File: src/inc/crcu_pkg.sv
// Constants shared by the checksum unit: register map, control fields, polynomials, reset values.
package crcu_pkg;

    localparam logic [11:0] CRCU_OFF_CTRL   = 12'h000;
    localparam logic [11:0] CRCU_OFF_SEED   = 12'h004;
    localparam logic [11:0] CRCU_OFF_SUM    = 12'h008;
    localparam logic [11:0] CRCU_OFF_DATA8  = 12'h00C;
    localparam logic [11:0] CRCU_OFF_DATA16 = 12'h010;
    localparam logic [11:0] CRCU_OFF_DATA32 = 12'h014;
    localparam logic [11:0] CRCU_OFF_STATUS = 12'h018;

    localparam int CRCU_CTRL_MODE_LSB  = 0;
    localparam int CRCU_CTRL_DCMPL     = 2;
    localparam int CRCU_CTRL_DBYTE_REV = 3;
    localparam int CRCU_CTRL_DBIT_REV  = 4;
    localparam int CRCU_CTRL_SCMPL     = 5;
    localparam int CRCU_CTRL_SBYTE_REV = 6;
    localparam int CRCU_CTRL_SBIT_REV  = 7;

    localparam logic [1:0] CRCU_MODE_C16   = 2'h0;
    localparam logic [1:0] CRCU_MODE_CCITT = 2'h1;
    localparam logic [1:0] CRCU_MODE_C32   = 2'h2;

    localparam logic [15:0] CRCU_POLY_C16   = 16'h8005;
    localparam logic [15:0] CRCU_POLY_CCITT = 16'h1021;
    localparam logic [31:0] CRCU_POLY_C32   = 32'h04C11DB7;

    localparam logic [7:0]  CRCU_CTRL_RST = 8'h00;
    localparam logic [31:0] CRCU_CRC_RST  = 32'h00000000;

endpackage

File: src/rtl/crcu_top.sv
// Checksum engine with an APB register slave, one byte folded per clock.
// What this block does
// - Offers a 16-bit checksum mode with generator 0x8005.
// - Offers a 16-bit checksum mode with CCITT generator 0x1021.
// - Offers a 32-bit checksum mode with generator 0x04C11DB7.
// - Complement, byte reversal, bit reversal selectable separately on data and checksum.
// - Byte, half-word and word data writes all fold into the remainder.
// - Software loads a seed; computation starts from it.
// - Byte write done within 1 cycle, word write within 4 cycles.
// - Remainder reads 16 bits wide in 16-bit modes, 32 bits in 32-bit mode.
//
// Our own choices: the register addresses and the APB slave port.
module crcu_top
    import crcu_pkg::*;
(
    input  wire logic        core_clk,
    input  wire logic        reset_n,
    input  wire logic        psel,
    input  wire logic        penable,
    input  wire logic        pwrite,
    input  wire logic [11:0] paddr,
    input  wire logic [31:0] pwdata,
    output logic      [31:0] prdata,
    output logic             pready,
    output logic             pslverr
);

    typedef struct packed {
        logic [7:0]  ctrl;
        logic [31:0] crc;
        logic [23:0] pend;
        logic [1:0]  cnt;
        logic        pready;
        logic        pslverr;
        logic [31:0] prdata;
    } crcu_state_s;

    crcu_state_s st_r;
    crcu_state_s st_nxt;
    logic        acc;
    logic        is_data;
    logic        is_map;
    logic [2:0]  nbytes;
    logic [31:0] dat;

    // Folds one byte, most significant bit first, into the remainder.
    function automatic logic [31:0] crc_byte(input logic [31:0] c, input logic [7:0] b,
                                             input logic [1:0] m);
        logic [31:0] r;
        logic        fb;
        r = c;
        for (int i = 7; i >= 0; i--) begin
            fb = ((m == CRCU_MODE_C32) ? r[31] : r[15]) ^ b[i];
            r  = {r[30:0], 1'b0};
            if (fb) begin
                if (m == CRCU_MODE_C32) begin
                    r = r ^ CRCU_POLY_C32;
                end else if (m == CRCU_MODE_CCITT) begin
                    r = r ^ {16'h0000, CRCU_POLY_CCITT};
                end else begin
                    r = r ^ {16'h0000, CRCU_POLY_C16};
                end
            end
        end
        if (m != CRCU_MODE_C32) begin
            r[31:16] = 16'h0000;
        end
        return r;
    endfunction

    // Applies the data transformations within the written size.
    function automatic logic [31:0] data_xform(input logic [31:0] d, input logic [2:0] n,
                                               input logic [7:0] c);
        logic [31:0] r;
        r = d;
        if (c[CRCU_CTRL_DCMPL]) begin
            r = ~r;
        end
        if (c[CRCU_CTRL_DBYTE_REV]) begin
            if (n == 3'h4) begin
                r = {r[7:0], r[15:8], r[23:16], r[31:24]};
            end else if (n == 3'h2) begin
                r = {r[31:16], r[7:0], r[15:8]};
            end
        end
        if (c[CRCU_CTRL_DBIT_REV]) begin
            for (int k = 0; k < 4; k++) begin
                r[8*k +: 8] = {<<{r[8*k +: 8]}};
            end
        end
        return r;
    endfunction

    // Presents the remainder at its mode's width with the checksum transformations.
    function automatic logic [31:0] sum_xform(input logic [31:0] s, input logic [7:0] c);
        logic [31:0] r;
        logic [15:0] h;
        logic        w32;
        r   = s;
        h   = s[15:0];
        w32 = (c[1:0] == CRCU_MODE_C32);
        if (c[CRCU_CTRL_SBIT_REV]) begin
            // A bit stream may only feed a whole assignment, so each width reverses on its own.
            if (w32) begin
                r = {<<{s}};
            end else begin
                h = {<<{s[15:0]}};
                r = {16'h0000, h};
            end
        end
        if (c[CRCU_CTRL_SBYTE_REV]) begin
            r = w32 ? {r[7:0], r[15:8], r[23:16], r[31:24]} : {16'h0000, r[7:0], r[15:8]};
        end
        if (c[CRCU_CTRL_SCMPL]) begin
            r = ~r;
        end
        if (!w32) begin
            r[31:16] = 16'h0000;
        end
        return r;
    endfunction

    always_comb begin
        st_nxt  = st_r;
        acc     = psel && penable;
        is_data = 1'b0;
        is_map  = 1'b1;
        nbytes  = 3'h1;
        if (paddr == CRCU_OFF_DATA8) begin
            is_data = 1'b1;
        end else if (paddr == CRCU_OFF_DATA16) begin
            is_data = 1'b1;
            nbytes  = 3'h2;
        end else if (paddr == CRCU_OFF_DATA32) begin
            is_data = 1'b1;
            nbytes  = 3'h4;
        end else if (paddr != CRCU_OFF_CTRL && paddr != CRCU_OFF_SEED
                     && paddr != CRCU_OFF_SUM && paddr != CRCU_OFF_STATUS) begin
            is_map = 1'b0;
        end
        dat = data_xform(pwdata, nbytes, st_r.ctrl);
        // Remaining bytes drain one per cycle behind the bus.
        if (st_r.cnt != 2'h0) begin
            st_nxt.crc  = crc_byte(st_r.crc, st_r.pend[7:0], st_r.ctrl[1:0]);
            st_nxt.pend = {8'h00, st_r.pend[23:8]};
            st_nxt.cnt  = st_r.cnt - 2'h1;
        end
        if (acc && !st_r.pready) begin
            // Data and checksum accesses stall while bytes are still pending.
            if (!((is_data || paddr == CRCU_OFF_SUM) && st_r.cnt != 2'h0)) begin
                st_nxt.pready  = 1'b1;
                st_nxt.pslverr = !is_map;
                st_nxt.prdata  = 32'h00000000;
                if (!pwrite) begin
                    if (paddr == CRCU_OFF_CTRL) begin
                        st_nxt.prdata = {24'h000000, st_r.ctrl};
                    end else if (paddr == CRCU_OFF_SEED) begin
                        st_nxt.prdata = st_r.crc;
                    end else if (paddr == CRCU_OFF_SUM) begin
                        st_nxt.prdata = sum_xform(st_r.crc, st_r.ctrl);
                    end else if (paddr == CRCU_OFF_STATUS) begin
                        st_nxt.prdata = {31'h00000000, (st_r.cnt != 2'h0)};
                    end
                end
            end
        end else if (acc && st_r.pready) begin
            st_nxt.pready  = 1'b0;
            st_nxt.pslverr = 1'b0;
            if (pwrite && is_map) begin
                if (paddr == CRCU_OFF_CTRL) begin
                    st_nxt.ctrl = pwdata[7:0];
                end else if (paddr == CRCU_OFF_SEED) begin
                    st_nxt.crc = (st_r.ctrl[1:0] == CRCU_MODE_C32) ? pwdata
                                 : {16'h0000, pwdata[15:0]};
                    st_nxt.cnt = 2'h0;
                end else if (is_data) begin
                    // First byte folds at the completing edge, the rest drain after it.
                    st_nxt.crc  = crc_byte(st_r.crc, dat[7:0], st_r.ctrl[1:0]);
                    st_nxt.pend = dat[31:8];
                    st_nxt.cnt  = nbytes[1:0] - 2'h1;
                end
            end
        end
    end

    always_ff @(posedge core_clk or negedge reset_n) begin
        if (!reset_n) begin
            st_r <= '{ctrl: CRCU_CTRL_RST, crc: CRCU_CRC_RST, pend: 24'h000000, cnt: 2'h0,
                      pready: 1'b0, pslverr: 1'b0, prdata: 32'h00000000};
        end else begin
            st_r <= st_nxt;
        end
    end

    assign prdata  = st_r.prdata;
    assign pready  = st_r.pready;
    assign pslverr = st_r.pslverr;
endmodule // crcu_top

File: config.mk
export PLATFORM = sky130hd
export DESIGN_NAME = crcu_top
export DESIGN_NICKNAME = d
export VERILOG_FILES = /design/src/inc/crcu_pkg.sv /design/src/rtl/crcu_top.sv
export SDC_FILE = /design/constraint.sdc
export NUM_CORES = 1
export LEC_CHECK = 0
export BUFFER_PORTS_ARGS = -buffer_cell sky130_fd_sc_hd__buf_2
export CAP_MARGIN = 20
export CORE_MARGIN = 1
export CORE_UTILIZATION = 63
export DETAILED_ROUTE_END_ITERATION = 6
export PLACE_DENSITY_LB_ADDON = 0.05
export SLEW_MARGIN = 20
export SYNTH_ARGS = -nofsm -noshare
export SYNTH_HDL_FRONTEND = slang
export SYNTH_SLANG_ARGS = --single-unit
export TNS_END_PERCENT = 5
File: constraint.sdc
create_clock -name core_clk -period 7.3 [get_ports core_clk]
set_input_delay 1.46 -clock core_clk [delete_from_list [all_inputs] [get_ports core_clk]]
set_output_delay 1.46 -clock core_clk [all_outputs]
set_load 0.005 [all_outputs]
======== After elaboration in Yosys (flattened, before gate mapping) ========
Cells that the tools add are included.
storage, ports and cells
  flip-flop bits (word level) ............. 100
  input bits .............................. 49
  logic and storage cells ................. 264
cells by class
  $add $sub $neg .......................... 2
  eq/ne operators ......................... 15
  multiplexer cells ....................... 157
  bitwise logic cells ..................... 65
  reductions and logical operators ........ 18
operator list
  cell                   count
  $mux W32               71
  $mux W27               31
  $mux W16               19
  $mux W58               5
  $not A14 Y14           15
  $not A3 Y3             30
  $not A32 Y32           2
  $mux W60               1
  $eq A12 B5 Y1 const B  3
  $mux W34               1
  $eq A12 B4 Y1 const B  2
  $mux W24               1
  $mux W1                23
  $xor A1 B1 Y1          16
  $eq A12 B3 Y1 const B  1
  $logic_not A12 Y1      1
  $ne A12 B3 Y1 const B  1
  $ne A12 B4 Y1 const B  1
  $ne A12 B5 Y1 const B  1
  $reduce_bool A12 Y1    1
  $mux W3                3
  $logic_and A1 B1 Y1    8
  $mux W2                2
  $ne A2 B2 Y1 const B   2
  11 further kinds       16

======== Logic depth before layout (Yosys ltp) ========
  depth in word-level cells ............... 88
  mapped depth ............................ 25

======== Worst setup path after synthesis ========
No wires, ideal clock.
  path type ............................... input port to flip-flop
  from .................................... input paddr[7]
  to ...................................... register st_r[66] (netlist bit)
  library setup time ...................... 126 ps
  arrival ................................. 7530 ps
  data required time ...................... 7174 ps
  setup slack ............................. -356 ps
  stages .................................. 22
  path buffers ............................ 1
  cells stage by stage .................... or4_4 -> or3_4 -> buf_6 -> or3_1 -> ha_1 -> and4b_1 -> nand2_1 -> nor2_4 -> a211oi_1 -> or3_1 -> nand3_2 -> a211oi_1 -> o21ai_1 -> mux2i_4 -> mux2_4 -> nor3_2 -> xnor2_1 -> xnor3_1 -> a221oi_1 -> o32a_1 -> xnor2_1 -> a221o_1
RTL lines
  element                 line             text
  start: declaration      crcu_top.sv:21   input wire logic [11:0] paddr,
  end signal: assignment  crcu_top.sv:188  st_r <= '{ctrl: CRCU_CTRL_RST, crc: CRCU_CRC_RST, pend: 24'h000000, cnt: 2'h0,
  end signal: assignment  crcu_top.sv:191  st_r <= st_nxt;
  end: declaration        crcu_top.sv:38   crcu_state_s st_r;

==> flow_summary.yaml <==
clock_network:
  clkTransAtPathRegs_ns: 0.08
  clock-sinks: 100
  post_cts_hold_buffer_count: 0
  ctsHtreeMaxLevel: 3
  clock_insertion_delay_at_the_later_pin_of_the_skew_report_ns: 0.37
  clk_root_buffer_cell: "sky130_fd_sc_hd__clkbuf_16"
  clockBufferDepth: 2
  tritoncts_clock_tree: "built"
  number_of_buffers_created_by_cts: 9
global_route:
  met1_usage_pct: 61.4
  gr-usage-met2_pct: 71.8
  globalRouteOverflowTotal: 0
  first_global_vias: 12200
  grt.met3_usage_pct: 10.6
  grt_pass1_wl_um: 72900
  grt_antenna_before_repair: 0
  grt_busiest_layer: "met2"
  track_usage_pct: 48.3
  largest_net_degree_at_the_start_of_global_routing: 68
floorplan:
  coreArea_um2: 19000
  die-area_um2: 20200
  die_height_um: 142
  die_x_um: 142
  floorplan.initialDensity_pct: 65.3
  num_rows: 50
  pin_count: 83
place:
  place_congestion: 1.09
  port-buffer-count: 82
  dp_hpwl_um: 36100
  placedCellCount: 1944
detailed_routing:
  drtAntennaViolNets: 0
  number_of_detailed_routing_iterations_run_before_antenna_repair: 6
  dr.first_iter.drc_count: 1731
  num_vias: 13500
  number_of_remaining_drc_errors: 0
  drt_wl_total_um: 48900
  routed_via_density: 6.84
  routedWlPerCell_um: 24.8
sta:
  max_freq_ghz: 0.137
  min_period_ns: 7.28
  slew_viol_final: 0
  worst_slew_pin_slew_ns: 1.13
  hold_viol_final: 0
  slew_headroom_pct: 24.5
  final.period_utilization_pct: 99.7
  final-setup-viol-count: 0
  grt_setup_unrepaired: "yes"
  final_layout_setup_total_negative_slack_ns: 0
  worst_clock_skew_ns: 0.0134
pwr:
  irDropWorstVdd_v: 0.000114
  power.internal_mw: 1.05
  net_switching_power_uw: 525
  swShare_pct: 33.4
  power.leakage_nw: 5.95
  p_seq_share_pct: 35.6
  power_density_nw_per_um2: 111
  power.share.combinational_pct: 31.1
  fin_total_pwr_mw: 1.57
  power.share.clock_pct: 33.3
synth:
  postSynthNetCount: 1678
  postSynthRegisterBits: 100
  synth_flop_cell: "sky130_fd_sc_hd__dfrtp_1"
  syn-instance-count: 1617
  yosys.area.top_type_share_pct: 20.2
  yosys_warnings: 0
  leading_area_contributor_after_synthesis: "sky130_fd_sc_hd__dfrtp_1"
  yosysUniqueCellTypes: 104
  mappedNetlistArea_um2: 12400
  number_of_synthesized_flops_with_an_enable_pin: 0
  synth_top_cells_by_area: "sky130_fd_sc_hd__dfrtp_1 (20%), sky130_fd_sc_hd__xnor2_1 (12%), sky130_fd_sc_hd__nand2_1 (6.9%)"
  ys_async_sr_fraction_pct: 100
  synth-seq-area-share_pct: 20.2
  synthesis.area_per_instance_um2: 7.66
worst_setup_path:
  crit_path_end_kind: "flop"
  cp.required_ns: 7.56
  crit_path_max_fanout: 5
  worst_setup_path_start_kind: "input pin"
  worst_ep_arrival_time_ns: 7.54
  setup.worst_path.class: "input pin to flop"
finish:
  nNetsFinal: 1763
  instances_no_fill: 1967
  post_route_cells_drive_above_1_share_pct: 21.4
  area.growth.synth_to_final_pct: 14.1
  antenna_cells: 0
flow_run:
  maxCapViolCount: 0
min_path:
  hold_path_class: "flop to flop"
run_status:
  status: "completed"
cells by family after synthesis:
family	synth area share, %
compound gates	26.0
xor+xnor	18.2
fa+ha+maj	1.37
buf+inv	6.60
flops	20.2
mux	8.57
simple gates	19.1
final timing paths:
kind	end	slack, ns	start	depth (start not counted)
min in group asynchronous	prdata[2]	1.01	reset_n	1
worst max register to register	st_r[65]	1.40	st_r[94]	22
max in group asynchronous	st_r[99]	4.95	reset_n	2
worst min-delay path	prdata[11]	0.47	prdata[11]	2
worst max-delay path	st_r[65]	0.02	paddr[0]	26
worst min register to register	prdata[11]	0.47	prdata[11]	2
what timing repair did:
item,CTS,global route
endpoints found under the setup margin,0,17
resized for setup,0,29
setup buffers,0,7
synth_stat cells, drive strengths merged (6+ instances only):
cell type,count
nand2,227
nor3,26
xnor2,166
ha,12
and3,7
clkbuf,109
a22oi,79
o21a,7
or2,7
o22ai,31
o211ai,25
o21ai,122
o221ai,6
a31oi,32
mux2i,80
a21o,6
nor4,6
or3,15
xnor3,12
a211oi,20
nand3,40
xor2,57
dfrtp,100
nand2b,10
nor2,145
and2,17
buf,55
mux2,21
nand4,7
a2111oi,6
a221oi,6
a21oi,70
inv,18
power by group through the flow:
stage | sequential (mW) | clock [mW] | combinational (mW)
after floorplan | 0.570 | 0 | 0.265
after global placement | 0.571 | 0 | 0.448
after detailed placement | 0.571 | 0 | 0.455
after CTS | 0.560 | 0.523 | 0.457
after global routing | 0.560 | 0.546 | 0.513
final | 0.560 | 0.525 | 0.490
sequential cells by signal, summed over array words and instances, names as in the netlist:
name and flops:
prdata 32, pready 1, st_r 66, pslverr 1
worst max-delay path, stage by stage:
cell                        delay (ns)
sky130_fd_sc_hd__buf_2            0.10
sky130_fd_sc_hd__or4_4            0.53
sky130_fd_sc_hd__or3_4            0.42
sky130_fd_sc_hd__or3_4            0.36
sky130_fd_sc_hd__ha_4             0.17
sky130_fd_sc_hd__and4b_1          0.22
sky130_fd_sc_hd__nand2_4          0.13
sky130_fd_sc_hd__o22ai_2          0.12
sky130_fd_sc_hd__o221a_2          0.30
sky130_fd_sc_hd__buf_4            0.14
sky130_fd_sc_hd__o21ai_1          0.18
sky130_fd_sc_hd__buf_4            0.19
sky130_fd_sc_hd__a21oi_2          0.10
sky130_fd_sc_hd__o211ai_1         0.34
sky130_fd_sc_hd__nand3_1          0.19
sky130_fd_sc_hd__mux2i_4          0.31
sky130_fd_sc_hd__mux2_4           0.39
sky130_fd_sc_hd__nor4_4           0.35
sky130_fd_sc_hd__a2111oi_4        0.11
sky130_fd_sc_hd__buf_4            0.17
sky130_fd_sc_hd__a21o_1           0.19
sky130_fd_sc_hd__buf_4            0.14
sky130_fd_sc_hd__a31oi_1          0.25
sky130_fd_sc_hd__o31ai_2          0.12
sky130_fd_sc_hd__or3_1            0.36
sky130_fd_sc_hd__a31o_1           0.21
per-layer routing:
| metal | share of wire, % | vias up |
|---|---|---|
| met4 | 9.1 | 0 |
| met2 | 42 | 1001 |
| met3 | 13 | 246 |
| met5 | 0 | - |
| met1 | 36 | 6269 |
| li1 | - | 5941 |
placed cells by master (no fill, tap or decap), types with 23 or more instances in the layout:
| master | netlist | routed |
|---|---|---|
| sky130_fd_sc_hd__o211ai_1 | 23 | 23 |
| sky130_fd_sc_hd__xor2_1 | 57 | 57 |
| sky130_fd_sc_hd__a31oi_1 | 31 | 30 |
| sky130_fd_sc_hd__buf_2 | 4 | 81 |
| sky130_fd_sc_hd__mux2i_1 | 77 | 74 |
| sky130_fd_sc_hd__nor2_1 | 140 | 137 |
| sky130_fd_sc_hd__a22oi_1 | 76 | 75 |
| sky130_fd_sc_hd__dfrtp_1 | 100 | 99 |
| sky130_fd_sc_hd__nand2_1 | 226 | 225 |
| sky130_fd_sc_hd__a21oi_1 | 69 | 68 |
| sky130_fd_sc_hd__buf_4 | 32 | 153 |
| sky130_fd_sc_hd__o22ai_1 | 30 | 30 |
| sky130_fd_sc_hd__nand3_1 | 37 | 36 |
| sky130_fd_sc_hd__o21ai_0 | 114 | 112 |
| sky130_fd_sc_hd__xnor2_1 | 166 | 161 |
layout make-up:
cell class,instances,area [um^2]
flip-flops and latches,100,2500
fillers,1541,4830
inverters,18,67.6
repair buffers,238,1620
multi-input cells,1335,9300
clock inverters,6,82.6
clock buffers,10,229
well taps,260,325
through the flow:
step	utilization (%)	worst slack, ns	area, um^2	hold WS, ns
6_report	74.5	0.0189	14100	0.473
5_1_grt	74.5	-0.138	14100	0.500
4_1_cts	73.5	0.124	13900	0.481
3_5_place_dp	71.9	-0.223	13600	0.464
3_3_place_gp	71.9	-0.110	13600	0.455
2_1_floorplan	-	-0.0346	12500	0.451
No activity file was read; power rests on OpenSTA's default activity.
